File: src/lai_pkg.sv
// lai_pkg: register map, field positions, reset values and carrier types for the
// line alarm interrupt mask block.
// assumes a 32-bit apb slave with 8-bit registers in the low byte of each word.
package lai_pkg;

   // ***************************************************************
   // register indices and byte addresses
   // ***************************************************************
   // printed offsets are not word aligned: they are indices, byte address is 4x
   localparam logic [7:0]  IDX_ENABLE_A   = 8'h33;
   localparam logic [7:0]  IDX_ENABLE_B   = 8'h34;
   localparam logic [7:0]  IDX_EDGE_SEL   = 8'h35;
   localparam logic [7:0]  IDX_STATUS     = 8'h36;
   localparam int          ADDR_W         = 10;
   localparam logic [9:0]  ADDR_ENABLE_A  = {IDX_ENABLE_A, 2'b00};
   localparam logic [9:0]  ADDR_ENABLE_B  = {IDX_ENABLE_B, 2'b00};
   localparam logic [9:0]  ADDR_EDGE_SEL  = {IDX_EDGE_SEL, 2'b00};
   localparam logic [9:0]  ADDR_STATUS    = {IDX_STATUS, 2'b00};

   // ***************************************************************
   // field layout
   // ***************************************************************
   localparam int          REG_W          = 8;
   localparam int          FLAG_N         = 7;
   localparam int          EVT_B_N        = 7;
   localparam logic [7:0]  WRITE_MASK     = 8'h7F;
   localparam logic [7:0]  RESET_VAL      = 8'h00;
   localparam int          BIT_LOOP_ACT   = 6;
   localparam int          BIT_LOOP_DEACT = 5;
   localparam int          BIT_PAT_SYNC   = 4;
   localparam int          BIT_TX_CLK     = 3;
   localparam int          BIT_DRV_FAULT  = 2;
   localparam int          BIT_ALARM_IND  = 1;
   localparam int          BIT_SIG_ABSENT = 0;

   // ***************************************************************
   // timing
   // ***************************************************************
   // transmit clock must stay still for more than this many clock cycles
   localparam int          TX_CLK_LOSS_CYCLES = 70;
   localparam int          TX_CLK_CNT_W       = 7;
   localparam logic [6:0]  TX_CLK_LOSS_LIMIT  = 7'(TX_CLK_LOSS_CYCLES);

   // ***************************************************************
   // carrier types
   // ***************************************************************
   typedef struct packed {
      logic loop_activate_seen_flag;
      logic loop_deactivate_seen_flag;
      logic pattern_sync_flag;
      logic tx_clock_absent_flag;
      logic driver_fault_flag;
      logic alarm_indication_flag;
      logic rx_signal_absent_flag;
   } lai_flags_t;

   typedef struct packed {
      logic shaper_overflow;
      logic tx_jitter_buffer;
      logic rx_jitter_buffer;
      logic pattern_error;
      logic excess_zeros;
      logic code_violation;
      logic counter_overflow;
   } lai_events_b_t;

   typedef struct packed {
      logic        psel;
      logic        penable;
      logic        pwrite;
      logic [31:0] paddr;
      logic [31:0] pwdata;
   } lai_apb_req_t;

   typedef struct packed {
      logic        pready;
      logic        pslverr;
      logic [31:0] prdata;
   } lai_apb_rsp_t;

endpackage

File: src/lai_line_alarm_irq_mask.sv
// lai_line_alarm_irq_mask: two interrupt enable registers, an edge select register,
// tx clock loss detection and per-source event qualification for one channel.
// assumes raw status flags and one-cycle event pulses synchronous to clock_i.
//
// Register access over APB was chosen for this implementation.
`timescale 1ns/1ns
`default_nettype none

// Behaviour
// - bit 6 enable A gates loop activate
// - bit 5 enable A gates loop deactivate
// - bit 4 enable A gates pattern sync
// - bit 3 enable A gates tx clock loss
// - bit 2 enable A gates driver fault
// - bit 1 enable A gates alarm indication
// - bit 0 enable A gates signal loss
// - bit 6 enable B gates shaper overflow
// - bit 5 enable B gates tx jitter buffer
// - bit 4 enable B gates rx jitter buffer
// - bit 3 enable B gates pattern error
// - bit 2 enable B gates excess zeros
// - bit 1 enable B gates code violation
// - bit 0 enable B gates counter overflow
// - edge bit 6: loop activate rise/any
// - edge bit 5: loop deactivate rise/any
// - edge bit 4: pattern sync rise/any
// - edge bit 3: tx clock loss rise/any
// - edge bit 2: driver fault rise/any
// - edge bit 1: alarm indication rise/any
// - edge bit 0: signal loss rise/any
// - tx clock idle over 70 cycles flags
module lai_line_alarm_irq_mask (
   // clock and reset
   input  wire logic                  clock_i,
   input  wire logic                  reset_i,
   input  wire logic                  clk_en_i,
   // apb slave
   input  wire lai_pkg::lai_apb_req_t apb_req_i,
   output lai_pkg::lai_apb_rsp_t      apb_rsp_o,
   // status sources
   input  wire lai_pkg::lai_flags_t   flags_i,
   input  wire logic                  transmit_clock_input_i,
   input  wire lai_pkg::lai_events_b_t events_b_i,
   // qualified events
   output lai_pkg::lai_flags_t        flag_events_o,
   output lai_pkg::lai_events_b_t     events_b_o,
   output logic                       any_event_o,
   output lai_pkg::lai_flags_t        line_status_o
);

   // ***************************************************************
   // state
   // ***************************************************************
   typedef struct packed {
      logic [7:0]             enable_a;
      logic [7:0]             enable_b;
      logic [7:0]             edge_sel;
      logic [7:0]             rdata;
      lai_pkg::lai_flags_t    flags_prev;
      lai_pkg::lai_flags_t    flag_evt;
      lai_pkg::lai_events_b_t evt_b;
      logic                   tx_clk_prev;
      logic [6:0]             tx_clk_idle;
      logic                   tx_clk_absent;
   } lai_state_t;

   lai_state_t          state_q;
   lai_state_t          state_d;
   lai_pkg::lai_flags_t flags_now;
   logic [9:0]          word_addr;
   logic                access;
   logic                mapped;

   // one shared decode for reads and writes
   function automatic logic addr_hit(input logic [9:0] a);
      addr_hit = (a == lai_pkg::ADDR_ENABLE_A) || (a == lai_pkg::ADDR_ENABLE_B)
              || (a == lai_pkg::ADDR_EDGE_SEL) || (a == lai_pkg::ADDR_STATUS);
   endfunction

   // rising edge counts when enabled; falling edge only when any-edge is also set
   function automatic logic edge_event(input logic now, input logic prev,
                                       input logic any_edge, input logic en);
      edge_event = en && ((now && !prev) || (any_edge && !now && prev));
   endfunction

   // reserved bit 7 is dropped before it can be stored
   function automatic logic [7:0] write_value(input logic [31:0] wdata);
      write_value = wdata[lai_pkg::REG_W-1:0] & lai_pkg::WRITE_MASK;
   endfunction

   always_comb begin
      flags_now                      = flags_i;
      flags_now.tx_clock_absent_flag = state_q.tx_clk_absent;
   end

   assign word_addr = apb_req_i.paddr[lai_pkg::ADDR_W-1:0];
   assign access    = apb_req_i.psel && apb_req_i.penable;
   assign mapped    = addr_hit(word_addr) && (apb_req_i.paddr[31:lai_pkg::ADDR_W] == '0);

   // ***************************************************************
   // next state
   // ***************************************************************
   always_comb begin
      state_d = state_q;

      // register writes, reserved bit 7 dropped
      // a match in the low address bits alone is not a hit: upper bits must be zero
      if (access && apb_req_i.pwrite && mapped) begin
         unique case (word_addr)
            lai_pkg::ADDR_ENABLE_A: begin
               state_d.enable_a = write_value(apb_req_i.pwdata);
            end
            lai_pkg::ADDR_ENABLE_B: begin
               state_d.enable_b = write_value(apb_req_i.pwdata);
            end
            lai_pkg::ADDR_EDGE_SEL: begin
               state_d.edge_sel = write_value(apb_req_i.pwdata);
            end
            default: begin
            end
         endcase
      end

      // read data captured in the setup cycle so it is a flop at the access edge
      if (apb_req_i.psel && !apb_req_i.penable && !apb_req_i.pwrite) begin
         unique case (word_addr)
            lai_pkg::ADDR_ENABLE_A: state_d.rdata = state_q.enable_a;
            lai_pkg::ADDR_ENABLE_B: state_d.rdata = state_q.enable_b;
            lai_pkg::ADDR_EDGE_SEL: state_d.rdata = state_q.edge_sel;
            lai_pkg::ADDR_STATUS:   state_d.rdata = {1'b0, flags_now};
            default:                state_d.rdata = lai_pkg::RESET_VAL;
         endcase
         // an aliased address must not leak a register value
         if (!mapped) begin
            state_d.rdata = lai_pkg::RESET_VAL;
         end
      end

      // tx clock activity watchdog
      state_d.tx_clk_prev = transmit_clock_input_i;
      if (transmit_clock_input_i != state_q.tx_clk_prev) begin
         state_d.tx_clk_idle   = '0;
         state_d.tx_clk_absent = 1'b0;
      end else if (state_q.tx_clk_idle != lai_pkg::TX_CLK_LOSS_LIMIT) begin
         state_d.tx_clk_idle = state_q.tx_clk_idle + 7'h01;
      end else begin
         state_d.tx_clk_absent = 1'b1;
      end

      // flag transitions, compared against previous sample
      state_d.flags_prev = flags_now;
      state_d.flag_evt.loop_activate_seen_flag = edge_event(
         flags_now.loop_activate_seen_flag, state_q.flags_prev.loop_activate_seen_flag,
         state_q.edge_sel[lai_pkg::BIT_LOOP_ACT], state_q.enable_a[lai_pkg::BIT_LOOP_ACT]);
      state_d.flag_evt.loop_deactivate_seen_flag = edge_event(
         flags_now.loop_deactivate_seen_flag, state_q.flags_prev.loop_deactivate_seen_flag,
         state_q.edge_sel[lai_pkg::BIT_LOOP_DEACT], state_q.enable_a[lai_pkg::BIT_LOOP_DEACT]);
      state_d.flag_evt.pattern_sync_flag = edge_event(
         flags_now.pattern_sync_flag, state_q.flags_prev.pattern_sync_flag,
         state_q.edge_sel[lai_pkg::BIT_PAT_SYNC], state_q.enable_a[lai_pkg::BIT_PAT_SYNC]);
      state_d.flag_evt.tx_clock_absent_flag = edge_event(
         flags_now.tx_clock_absent_flag, state_q.flags_prev.tx_clock_absent_flag,
         state_q.edge_sel[lai_pkg::BIT_TX_CLK], state_q.enable_a[lai_pkg::BIT_TX_CLK]);
      state_d.flag_evt.driver_fault_flag = edge_event(
         flags_now.driver_fault_flag, state_q.flags_prev.driver_fault_flag,
         state_q.edge_sel[lai_pkg::BIT_DRV_FAULT], state_q.enable_a[lai_pkg::BIT_DRV_FAULT]);
      state_d.flag_evt.alarm_indication_flag = edge_event(
         flags_now.alarm_indication_flag, state_q.flags_prev.alarm_indication_flag,
         state_q.edge_sel[lai_pkg::BIT_ALARM_IND], state_q.enable_a[lai_pkg::BIT_ALARM_IND]);
      state_d.flag_evt.rx_signal_absent_flag = edge_event(
         flags_now.rx_signal_absent_flag, state_q.flags_prev.rx_signal_absent_flag,
         state_q.edge_sel[lai_pkg::BIT_SIG_ABSENT],
         state_q.enable_a[lai_pkg::BIT_SIG_ABSENT]);

      // second group: pulses gated straight by enable B, field order matches bits 6..0
      state_d.evt_b = events_b_i & state_q.enable_b[lai_pkg::EVT_B_N-1:0];
   end

   // ***************************************************************
   // registers
   // ***************************************************************
   always_ff @(posedge clock_i) begin
      if (reset_i) begin
         state_q <= '0;
      end else if (clk_en_i) begin
         state_q <= state_d;
      end
   end

   // ***************************************************************
   // outputs
   // ***************************************************************
   // zero wait states; unmapped addresses answer with pslverr
   always_comb begin
      apb_rsp_o.pready  = 1'b1;
      apb_rsp_o.pslverr = access && !mapped;
      apb_rsp_o.prdata  = {24'h000000, state_q.rdata};
   end

   assign flag_events_o = state_q.flag_evt;
   assign events_b_o    = state_q.evt_b;
   assign any_event_o   = (|state_q.flag_evt) || (|state_q.evt_b);
   assign line_status_o = state_q.flags_prev;

endmodule

`default_nettype wire

File: config.mk
export PLATFORM = sky130hd
export DESIGN_NAME = lai_line_alarm_irq_mask
export DESIGN_NICKNAME = d
export VERILOG_FILES = /design/src/lai_pkg.sv /design/src/lai_line_alarm_irq_mask.sv
export SDC_FILE = /design/constraint.sdc
export NUM_CORES = 1
export LEC_CHECK = 0
export BUFFER_PORTS_ARGS = -buffer_cell sky130_fd_sc_hd__buf_2
export CAP_MARGIN = 10
export CORE_MARGIN = 4
export CORE_UTILIZATION = 52
export CTS_BUF_LIST = sky130_fd_sc_hd__clkbuf_16
export DETAILED_ROUTE_END_ITERATION = 16
export GPL_TIMING_DRIVEN = 0
export PLACE_DENSITY_LB_ADDON = 0.15
export SYNTH_ARGS = -nofsm -noshare
export SYNTH_HDL_FRONTEND = slang
export SYNTH_SLANG_ARGS = --single-unit
File: constraint.sdc
create_clock -name clock_i -period 3.51 [get_ports clock_i]
set_clock_uncertainty 0.05 [all_clocks]
set_input_delay 0.351 -clock clock_i [delete_from_list [all_inputs] [get_ports clock_i]]
set_output_delay 0.351 -clock clock_i [all_outputs]
set_load 0.01 [all_outputs]
# [Word level (Yosys, flattened, before mapping)]
# Index checks and enable logic that the tools add are counted.
[word_totals] reg_bits=59 latch_bits=0 mem_bits_rw=0 rom_bits=0 input_bits=85 out_inout_bits=56 elab_cells=115 memories=0
[classes] n_addsub=1 n_mul=0 div_mod_pow=0 magnitude_cmp=0 n_eq_ne=7 shift=0 n_mux=5 bitwise=1 reduce_logical=73
[ops] operator="$eq A10 B8 Y1 const B" count=4
[ops] operator="$logic_and A1 B1 Y1" count=35
[ops] operator="$pmux W7 S4" count=1
[ops] operator="$logic_not A22 Y1" count=1
[ops] operator="$logic_not A1 Y1" count=17
[ops] operator="$mux W8" count=2
[ops] operator="$reduce_or A7 Y1" count=2
[ops] operator="$logic_or A1 B1 Y1" count=11
[ops] operator="$reduce_and A3 Y1" count=3
[ops] operator="$add A7 B1 Y7 const B" count=1
[ops] operator="$and A7 B7 Y7" count=1
[ops] operator="$mux W7" count=1
[ops] operator="$ne A7 B7 Y1 const B" count=1
[ops] operator="$reduce_and A2 Y1" count=3
[ops] operator="$ne A2 B2 Y1 const B" count=1
[ops] operator="$reduce_bool A2 Y1" count=1
[ops] operator="$mux W1" count=1
[ops] operator="$ne A1 B1 Y1" count=1

# [Logic depth before layout (Yosys ltp)]
# Gate-level depths: netlist of the first run.
[logic_depth] word_depth=7 ltp_mapped=6 depth_no_buf=6

# [Worst setup path after synthesis of the first run]
# OpenSTA, ideal clock, no wires.
[synth_timing] kind="in2reg" start="input port apb_req_i[61] (netlist bit)" end="register state_q[38] (netlist bit)" setup_ps=72 arrival_ps=1790 required_ps=3388 setup_slack_ps=1598 path_stages=5 path_buffers=1 path_cell_list="or4_4 > nor4_4 > and4_1 > buf_6 > mux2i_1"
[synth_via] elab_chain_len=4
[synth_lines] item="start, declared" line_no="lai_line_alarm_irq_mask.sv:38" text="input wire lai_pkg::lai_apb_req_t apb_req_i,"
[synth_lines] item="$logic_not A22 Y1" line_no="lai_line_alarm_irq_mask.sv:98" text="assign mapped = addr_hit(word_addr) && (apb_req_i.paddr[31:lai_pkg::ADDR_W] == '0);"
[synth_lines] item="$logic_and A1 B1 Y1" line_no="lai_line_alarm_irq_mask.sv:98"
[synth_lines] item="$logic_and A1 B1 Y1" line_no="lai_line_alarm_irq_mask.sv:108" text="if (access && apb_req_i.pwrite && mapped) begin"
[synth_lines] item="$reduce_and A3 Y1 (no line)"
[synth_lines] item="end signal, assigned" line_no="lai_line_alarm_irq_mask.sv:186" text="state_q <= state_d;"
[synth_lines] item="end, declared" line_no="lai_line_alarm_irq_mask.sv:67" text="lai_state_t state_q;"
# Every way passes these cells.
# A chain may end at the register's enable or synchronous reset.

# [Worst setup path after layout of the first run]
[layout_timing] start="input port apb_req_i[33] (netlist bit)" end="register state_q[56] (netlist bit)"
[layout_via] elab_chain_len=7 word_cells_on_any_way=10 cone_classes="eq/ne (4); reduce/logical (6)"
[layout_lines] item="$eq A10 B8 Y1 (on tied branches)" line_no="lai_line_alarm_irq_mask.sv:76, lai_line_alarm_irq_mask.sv:109"
[layout_lines] item="$logic_or A1 B1 Y1" line_no="lai_line_alarm_irq_mask.sv:76" text="addr_hit = (a == lai_pkg::ADDR_ENABLE_A) || (a == lai_pkg::ADDR_ENABLE_B)"
[layout_lines] item="$logic_or A1 B1 Y1 (2 in series)" line_no="lai_line_alarm_irq_mask.sv:77" text="|| (a == lai_pkg::ADDR_EDGE_SEL) || (a == lai_pkg::ADDR_STATUS);"
[layout_lines] item="$logic_and A1 B1 Y1" line_no="lai_line_alarm_irq_mask.sv:98"
[layout_lines] item="$logic_and A1 B1 Y1" line_no="lai_line_alarm_irq_mask.sv:108"
[layout_lines] item="$reduce_and A3 Y1 (no line) *"
# Mark *: on every way between the ends. The rest lies on a longest branch, timed or not.

==> summary.md, run 1 <==
| Metric | Value |
|---|---|
| Routed Antenna Nets | 0 |
| Setup Fix Bufs, Post-CTS | 0 |
| Worst Setup SP | apb_req_i[33] |
| Final HPWL DP | ~6300 µm |
| Worst setup SP type | input port |
| Worst skew pair latency | between 0.3 and 0.4 ns |
| Post-CTS Hold Buffers | 0 |
| Max-slew headroom | 0.394 |
| Rows | 28 |
| GRT Overall Usage | 0.225 |
| First-pass DRT Iterations | 5 |
| Peak Freq | 492 MHz |
| Crit-path max FO | 8 |
| Worst-path cell chain | buf_2 > or3_1 > clkbuf_2 > nor3_2 > nand3_2 > mux2i_1 |
| Hold Crit Class | input port to flip-flop |
| LEAKAGE | 1.92 nW |
| Clock buffer depth | 2 |
| CP arrival | 2.23 ns |
| Area grow syn2layout | 27.7% |
| RSZ-0062 raised after global routing | false |
| Outcome | finished, final reports clean |
| Die height | 87.5 µm |
| Worst R2R End | state_q[2]$_SDFFE_PP0P_ |
| TritonCTS clock tree | built |
| Max Cap Violations | 0 |
| Congestion Overflow GR | 0 |
| Commonest non-fill, non-tap cell in the layout | buf_2 |
| Register area share after synthesis | 0.353 |
| Core Util, Final | 0.697 |
| Layout Nets | 577 |
| R2r setup slk | 1.77 ns |
| Maximum VDD drop | 0.000287 V |
| Post-synth top flop | dfxtp_1 |
| Dpl cells | around 550 |
| Yosys warnings | 0 |
| I/O Pins | 141 |
| Layout cells sized above 1 | 0.349 |
| Gpl congestion | 0.842 |
| Die X | just under 90 µm |
| Via density | 5.12 |
| Synthesis-stage register bit count | 58 |
| Resized Gates After CTS | 0 |
| Worst EP required | 3.71 ns |
| Clk root buf | clkbuf_16 |
| Number of global-route vias before repair | 2798 |
| # DRC | 0 |
| Area of the mapped netlist | 3290 µm² |
| Worst Reg-to-Reg Cells | 6 |
| Final WL | 8530 µm |
| Inserted Clock Buffers | 9 |
| Total power | 1.69 mW |
| Initial core utilization | 0.546 |
| Port Buf Inserts | 86 |
| Num Clock Sinks | 58 |
| Max Slew Vio Count | 0 |
| Core footprint | 6030 µm² |
| Final antenna diode count | 0 |
| Post-synthesis instance total | between 300 and 400 |
| FFs w/ async S/R, synth | 0 |
| Critical Path Slowest Stage Cell | nor3_2 |
| Final TNS setup | 0 ns |
| Initial DRC count | 158 |
| Endpoints failing setup | 0 |
| Min Hold Slack | 0.248 ns |
| Commonest non-fill, non-tap cells in the layout | buf_2, dfxtp_1, buf_4, nand2b_1, mux2i_1 |
| EDFF count, synth | 0 |
| CP Capture Point | state_q[56]$_SDFFE_PP0P_ |
| Crit path kind | input port to flip-flop |
| Syn_area_per_cell | between 8 and 9 µm² |
| Largest net degree at the start of global routing | 12 |
| Synth unique cells | 46 |
| Clock slew at reported path FFs | roughly 0.050 ns |
| CP endpoint kind | flip-flop |
| Worst r2r src | state_q[1]$_SDFFE_PP0P_ |
| Fin crit share | 0.580 |
| Die ar. | between 7000 and 8000 µm² |
| Htree depth | 3 |
| Fin cells | 570 |
| First-pass GRT wire length | 13300 µm |
| Cell Pwr Density | approximately 400 nW/µm² |
| Antenna violations before repair | 0 |
| Via count | around 3k |
| Min Tclk post-route | 2.03 ns |
| Hold Violations, Final | 0 |
| Worst-Margin Slew | 0.907 ns |
| Average wire per standard cell | around 15 µm |
| Slowest stage delay, CP | 0.56 ns |
==> metrics by stage <==
| stage | instance area (µm²) | worst slack (ns) |
|---|---|---|
| after global placement | 3900 | 1.23 |
| after floorplan | 3380 | 1.60 |
| after CTS | 4200 | 1.50 |
| after global routing | 4200 | 1.39 |
| after detailed placement | 3900 | 1.17 |
| final | 4200 | 1.48 |
==> where the power goes <==
group | internal [mW] | total (mW) | leakage, nW | switching [mW]
logic | 0.0787 | 0.160 | 1.31 | 0.0815
clock network | 0.547 | 0.861 | 0.145 | 0.314
registers | 0.665 | 0.670 | 0.469 | 0.00559
==> cells by family after synthesis <==
group                    after synthesis  synth area share
buffers and inverters                 80             0.160
adder cells (fa/ha/maj)                2           0.00761
AO/OA/AOI/OAI                         57             0.112
multiplexers                          30            0.0913
XOR/XNOR                               2           0.00533
AND/OR/NAND/NOR                      138             0.268
other                                  2           0.00228
flip-flops                            58             0.353
==> sequential cells by signal, indices dropped and copies added, names as in the netlist <==
signal / cells
flag_events_o: 7
flags_now: 1
apb_rsp_o: 7
state_q: 29
events_b_o: 7
line_status_o: 7
==> Yosys cell counts, drive strengths merged (13+ instances only) <==
master / count / area (µm²)
mux2i: 30 / 300
nand3: 16 / 85.1
a22oi: 14 / 105
dfxtp: 58 / 1160
a21oi: 20 / 100
buf: 57 / 435
nand2: 13 / 48.8
clkbuf: 14 / 57.6
nor2: 17 / 63.8
nand2b: 45 / 282
==> critical path: cells and delay by family <==
family,cells,cell delay (ns)
simple gates,3,1.35
buf+inv,2,0.27
mux,1,0.26
==> layout make-up <==
type,count,area [µm²]
timing repair buffer,86,430
inverter,9,33.8
sequential,58,1160
fill,519,1830
clock inverter,7,70.1
clock buffer,9,225
buffer,71,493
multi-input combinational,255,1690
tap,75,93.8
==> worst min-delay path by stage <==
| stage | to | cells past startpoint | startpoint |
|---|---|---|---|
| after floorplan | apb_rsp_o[5]$_SDFFE_PP0P_ | 2 | apb_rsp_o[5]$_SDFFE_PP0P_ |
| after global placement | state_q[7]$_SDFFE_PP0P_ | 2 | state_q[7]$_SDFFE_PP0P_ |
| after detailed placement | events_b_o[2]$_SDFFE_PP0P_ | 2 | events_b_o[2]$_SDFFE_PP0P_ |
| after CTS | state_q[8]$_SDFFE_PP0P_ | 3 | transmit_clock_input_i |
| after global routing | events_b_o[0]$_SDFFE_PP0P_ | 3 | events_b_i[0] |
| final | state_q[8]$_SDFFE_PP0P_ | 3 | transmit_clock_input_i |
==> per-layer routing <==
layer | part of all wire | up-vias | track usage
met1 | 0.42 | 1345 | 0.270
met2 | 0.50 | 93 | 0.392
met4 | 0.015 | 0 | 0.0683
met3 | 0.060 | 18 | 0.0605
met5 | 0 | - | 0
li1 | - | 1465 | -
No activity file was read; power rests on OpenSTA's default activity.
==> run 2, diff against run 1 <==
--- a/config.mk
+++ b/config.mk
@@ -5,10 +5,11 @@
 export SDC_FILE = /design/constraint.sdc
 export NUM_CORES = 1
 export LEC_CHECK = 0
+export ABC_AREA = 1
 export BUFFER_PORTS_ARGS = -buffer_cell sky130_fd_sc_hd__buf_2
 export CAP_MARGIN = 10
 export CORE_MARGIN = 4
-export CORE_UTILIZATION = 52
+export CORE_UTILIZATION = 45
 export CTS_BUF_LIST = sky130_fd_sc_hd__clkbuf_16
 export DETAILED_ROUTE_END_ITERATION = 16
 export GPL_TIMING_DRIVEN = 0
==> constraint.sdc (replaced) <==
create_clock -name clock_i -period 1.76 [get_ports clock_i]
set_clock_uncertainty 0.05 [all_clocks]
set_input_delay 0.176 -clock clock_i [delete_from_list [all_inputs] [get_ports clock_i]]
set_output_delay 0.176 -clock clock_i [all_outputs]
set_load 0.01 [all_outputs]
==> run 2 against run 1 <==
Net effect: critical path type is now input port to output port; flip-flop and latch count stayed put; critical endpoint is now apb_rsp_o[32]; setup slack worse by 1.3 ns; sequential power increased by 110%.
==> summary.md, run 2 <==
| Metric | Value |
|---|---|
| Net switching power | 0.810 mW |
| Gpl congestion | 0.909 |
| Internal | about 2.5 mW |
| Crit-path max FO | 7 |
| EDFF count, synth | 0 |
| Die X | 97.4 µm |
| Placement Setup Slack | -0.0671 ns |
| Clock buffer depth | 2 |
| Top cell family by delay on the critical path | simple AND/OR/NAND/NOR gates |
| Commonest non-fill, non-tap cell in the layout | nand2_1 |
| # DRC | 0 |
| Resized Gates After CTS | 0 |
| Worst r2r src | state_q[1]$_SDFFE_PP0P_ |
| Fin crit share | 0.925 |
| Worst setup SP type | input port |
| Clock slew at reported path FFs | 0.05 ns |
| Num Clock Sinks | 58 |
| Peak Freq | 614 MHz |
| Post-CTS Hold Buffers | 0 |
| Yosys top cell area share | 0.323 |
| Area of the mapped netlist | 3600 µm² |
| First-pass DRT Iterations | 5 |
| FFs w/ async S/R, synth | 0 |
| Area grow syn2layout | 25.6% |
| Hold Crit Class | input port to flip-flop |
| Most common cell in the netlist | nand2_1 |
| Core footprint | 7770 µm² |
| Outcome | finished, final reports clean |
| CP arrival | 1.40 ns |
| Die height | 97.4 µm |
| Initial core utilization | 0.463 |
| Post-Place Cell Area | 4250 µm² |
| Post-synthesis instance total | 544 |
| Number of global-route vias before repair | 3234 |
| Cell Pwr Density | 722 nW/µm² |
| Worst-path cell chain | buf_2 > nor2_4 > nand2_1 > nor2_4 > nand2_1 > nand2_1 > nor2_1 > nor2_4 > nor2_1 > buf_2 |
| Clk root buf | clkbuf_16 |
| Hold Crit Start | events_b_i[4] |
| Worst skew pair latency | 0.32 ns |
| Via density | 4.59 |
| First-pass GRT wire length | between 10000 and 15000 µm |
| Average wire per standard cell | 12.2 µm |
| Min Tclk post-route | 1.63 ns |
| Max Slew Vio Count | 0 |
| I/O Pins | 141 |
| Htree depth | 3 |
| # fillers | around 780 |
| Layout cells sized above 1 | 0.284 |
| Critical Path Slowest Stage Cell | nor2_4 |
| Rows | 32 |
| Commonest non-fill, non-tap cells in the layout | nand2_1, nor2_1, buf_2, buf_4, dfxtp_1 |
| Max Cap Violations | 0 |
| Port Buf Inserts | 86 |
| Crit path kind | input port to output port |
| Most flop-heavy register | state_q |
| Synthesis-stage register bit count | 58 |
| Crit path buffers/inverters | 2 |
| Routed Antenna Nets | 0 |
| Endpoints failing setup | 0 |
| Post-synth top flop | dfxtp_1 |
| Antenna violations before repair | 0 |
| Synth unique cells | 33 |
| CP endpoint kind | output port |
| R2r setup slk | 0.22 ns |
| Max-slew headroom | 0.583 |
| Hold Violations, Final | 0 |
| Via count | between 3k and 4k |
| Register area share after synthesis | 0.323 |
| Slowest stage delay, CP | 0.19 ns |
| GRT Overall Usage | 0.196 |
| Layout Nets | 752 |
| Flop pwr share | 0.422 |
| Dpl cells | 756 |
| Yosys warnings | 0 |
| Cell area after layout | approximately 4500 µm² |
| Logic pwr share | 0.127 |
| Die ar. | 9490 µm² |
| Worst-Margin Slew | 0.623 ns |
| Final WL | 9420 µm |
| Final antenna diode count | 0 |
| PnR worst setup slack | 0.132 ns |
| Setup Fix Bufs, Post-CTS | 0 |
| Fin cells | 771 |
| Worst Setup SP | apb_req_i[41] |
| Yosys top cell by area | dfxtp_1 |
| Most frequent cells after synthesis | nand2_1, nor2_1, buf_4, dfxtp_1, inv_1 |
| Top cells by area, synth | dfxtp_1, buf_4, nand2_1, nor2_1, inv_1 |
| Initial DRC count | 238 |
| Largest net degree at the start of global routing | 11 |
| Largest register FFs | 29 |
| Sw frac | 0.248 |
| Congestion Overflow GR | 0 |
| Final HPWL DP | 7230 µm |
| TritonCTS clock tree | built |
| Worst EP required | 1.53 ns |
| Maximum VDD drop | 0.000669 V |
| Inserted Clock Buffers | 9 |
| LEAKAGE | 2.43 nW |
| Clock Power Share | 0.451 |
| Syn_area_per_cell | about 6.6 µm² |
-- run 2: changes by cell type after synthesis, sizes merged, moves of 8 or more --
cell | previous run | this run
nand2 | 13 | 112
mux2i | 30 | 0
nor2 | 17 | 112
nor3b | 8 | 0
nand2b | 45 | 0
nand3 | 16 | 39
o21ai | 9 | 31
a22oi | 14 | 0
inv | 9 | 61
-- run 2: through the flow --
stage               total power, mW  hold slack (ns)  utilization  setup TNS [ns]
global route                   3.40           0.0603        0.582         -0.0133
CTS                            3.29           0.0500        0.579               0
finish                         3.26           0.0577        0.582               0
floorplan                      1.66            0.261            -               0
global placement               1.81            0.381        0.547         -0.0239
detailed placement             1.81            0.377        0.547          -0.143
-- run 2: worst paths after layout --
check / cells past startpoint / end
hold reg to reg: 2 / apb_rsp_o[4]$_SDFFE_PP0P_
hold / removal: 3 / events_b_o[4]$_SDFFE_PP0P_
setup / recovery: 10 / apb_rsp_o[32]
setup reg to reg: 9 / state_q[5]$_SDFFE_PP0P_
-- run 2: worst min-delay path: cells and delay by family --
| family | cells | cell delay [ns] |
|---|---|---|
| compound gates | 1 | 0.05 |
| buf+inv | 1 | 0.08 |
| simple gates | 1 | 0.08 |
-- run 2: metal layers --
layer  global-route usage  up-vias  share of wire
met1                0.239     1546           0.42
met2                0.335      101           0.49
met3               0.0653       12          0.078
met5                    0        -              0
li1                     -     1879              -
met4               0.0458        0          0.019
-- run 2: kinds of logic (layout without fill, tap and decap cells) --
logic type / after synthesis / after routing / synth area share
DFF: 58 / 58 / 0.323
adders and majority gates: 2 / 2 / 0.00696
buffers and inverters: 130 / 231 / 0.199
other: 2 / 26 / 0.00209
xor gates and xnor gates: 3 / 3 / 0.00731
AOI/OAI and AO/OA: 65 / 65 / 0.0960
and+or+nand+nor: 284 / 284 / 0.366
-- run 2: cell type report --
cell class              count  area, µm²  area share
plain buffers              68        482       0.107
clock buffers               9        225      0.0499
clock inverters             6       26.3     0.00582
inverters                  62        235      0.0521
multi-input cells         380       1830       0.405
flip-flops and latches     58       1160       0.257
well taps                 102        128      0.0283
repair buffers             86        430      0.0953
-- run 2: power groups by stage --
stage | Combinational, mW | Clock [mW] | Sequential [mW]
final | 0.414 | 1.47 | 1.38
after global routing | 0.461 | 1.56 | 1.38
after CTS | 0.410 | 1.50 | 1.38
after detailed placement | 0.408 | 0 | 1.40
after global placement | 0.404 | 0 | 1.40
after floorplan | 0.263 | 0 | 1.39
==> run 3, diff against run 2 <==
==> constraint.sdc (replaced) <==
create_clock -name clock_i -period 1.76 [get_ports clock_i]
set_clock_uncertainty 0.05 [all_clocks]
set_input_delay 0.264 -clock clock_i [delete_from_list [all_inputs] [get_ports clock_i]]
set_output_delay 0.264 -clock clock_i [all_outputs]
set_load 0.01 [all_outputs]
==> run 3 against run 2 <==
Net effect: first-iteration DRC count is 10% lower; largest cell class unchanged; total power is 0.33% higher; global-route usage hardly changed; setup slack worse by 0.011 ns; design area is 1.3% higher; utilization is 0.74 points higher; sequential share of layout area is 0.32 points lower; hold slack better by 0.088 ns; critical endpoint unchanged; register-to-register slack hardly changed; sequential power hardly changed; cell count is 0.52% higher; via count is 1.6% higher.
==> summary.md, run 3 (synthesis results as in run 2) <==
| Metric | Value |
|---|---|
| Cell Pwr Density | between 700 and 800 nW/µm² |
| Final WL | 9490 µm |
| Final antenna diode count | 0 |
| Slowest stage delay, CP | 0.21 ns |
| Core footprint | 7770 µm² |
| Congestion Overflow GR | 0 |
| # DRC | 0 |
| First-pass GRT wire length | 15000 µm |
| Peak Freq | 610 MHz |
| Worst setup SP type | input port |
| Routed Antenna Nets | 0 |
| CP endpoint kind | output port |
| Commonest non-fill, non-tap cell in the layout | nand2_1 |
| Commonest non-fill, non-tap cells in the layout | nand2_1, nor2_1, buf_2, buf_4, dfxtp_1 |
| Via density | 4.64 |
| Num Clock Sinks | 58 |
| LEAKAGE | ~2.5 nW |
| Inserted Clock Buffers | 9 |
| Fin crit share | 0.931 |
| Gpl congestion | approximately 0.91 |
| Hold Crit Start | events_b_i[4] |
| Clock slew at reported path FFs | 0.05 ns |
| I/O Pins | 141 |
| Clk root buf | clkbuf_16 |
| Average wire per standard cell | 12.2 µm |
| Initial DRC count | between 200 and 250 |
| Htree depth | 3 |
| Outcome | finished, final reports clean |
| Area grow syn2layout | 27.2% |
| Port Buf Inserts | 86 |
| Largest register FFs | 29 |
| Hold Crit Class | input port to flip-flop |
| Worst skew pair latency | between 0.3 and 0.4 ns |
| First-pass DRT Iterations | 5 |
| Critical Path Slowest Stage Cell | or2_1 |
| Die height | 97.4 µm |
| Most flop-heavy register | state_q |
| Crit-path max FO | 8 |
| Layout Nets | 756 |
| Endpoints failing setup | 0 |
| Max Slew Vio Count | 0 |
| Initial core utilization | 0.463 |
| Crit path kind | input port to output port |
| Maximum VDD drop | 0.000674 V |
| # fillers | 778 |
| Final HPWL DP | 7230 µm |
| Worst-Margin Slew | 0.585 ns |
| Post-CTS Hold Buffers | 0 |
| Min Tclk post-route | 1.64 ns |
| Die ar. | approximately 9500 µm² |
| Number of global-route vias before repair | 3255 |
| CP arrival | 1.33 ns |
| Worst EP required | about 1.5 ns |
| Post-Place Cell Area | 4250 µm² |
| Hold Violations, Final | 0 |
| Worst Setup SP | apb_req_i[43] |
| TritonCTS clock tree | built |
| Max-slew headroom | 0.610 |
| Max Cap Violations | 0 |
| Clock buffer depth | 2 |
| Rows | 32 |
| Layout cells sized above 1 | 0.293 |
| Largest net degree at the start of global routing | 11 |
| Die X | 97.4 µm |
| Worst-path cell chain | buf_2 > or2_1 > nor2_1 > nand2_2 > nor2_8 > inv_4 > nor2_4 > nor2_1 > buf_2 |
| Antenna violations before repair | 0 |
| GRT Overall Usage | 0.197 |
| Core Util, Final | 0.589 |
| Cell area after layout | 4570 µm² |
| Via count | 3595 |
| Worst r2r src | state_q[1]$_SDFFE_PP0P_ |
## run 3: cell count changes in the layout (fill, tap and decap cells not counted), sizes merged
cell	delta
buf	+4
## run 3: area by class of cell
type	instances	area, µm²	share of cell area
sequential	58	1160	0.254
buffer	68	482	0.105
inverter	62	235	0.0514
clock inverter	6	26.3	0.00574
tap	102	128	0.0279
timing repair buffer	90	460	0.101
multi-input combinational	380	1860	0.406
clock buffer	9	225	0.0492
## run 3: power by group
part | switching (mW) | internal, mW | leakage (nW) | total, mW
combinational | 0.232 | 0.191 | 1.86 | 0.423
sequential | 0.0278 | 1.35 | 0.472 | 1.38
clock | 0.557 | 0.917 | 0.131 | 1.47
total | 0.816 | 2.46 | 2.46 | 3.27
## run 3: layer usage
| layer | vias up | track usage | part of all wire |
|---|---|---|---|
| li1 | 1882 | - | - |
| met5 | - | 0 | 0 |
| met2 | 140 | 0.338 | 0.48 |
| met3 | 10 | 0.0653 | 0.085 |
| met4 | 0 | 0.0458 | 0.014 |
| met1 | 1563 | 0.238 | 0.42 |
## run 3: metrics by stage
step	setup WS (ns)	instances	power (mW)	hold slack [ns]	TNS (ns)
2_1_floorplan	0.281	568	1.66	0.349	0
3_3_place_gp	-0.0975	756	1.81	0.408	-0.541
3_5_place_dp	-0.155	756	1.81	0.409	-1.08
4_1_cts	0.0276	772	3.29	0.138	0
5_1_grt	-0.0150	775	3.41	0.148	-0.0221
6_report	0.121	775	3.27	0.146	0
## run 3: path summary, 6_finish.rpt
path	endpoint	slack (ns)	cells after the start
hold / removal	events_b_o[4]$_SDFFE_PP0P_	0.15	3
setup reg to reg	state_q[5]$_SDFFE_PP0P_	0.21	9
setup / recovery	apb_rsp_o[32]	0.12	9
hold reg to reg	apb_rsp_o[4]$_SDFFE_PP0P_	0.41	2
## run 3: timing repair
action | 4_1_cts | 5_1_grt
setup endpoints to repair | 1 | 9
setup buffers | 1 | 3
resized for setup | 3 | 10
pin swaps | 1 | 2
## run 3: worst max-delay path, delay by kind of cell
| family | cells | cell delay (ns) |
|---|---|---|
| simple gates | 6 | 0.77 |
| buf+inv | 3 | 0.28 |
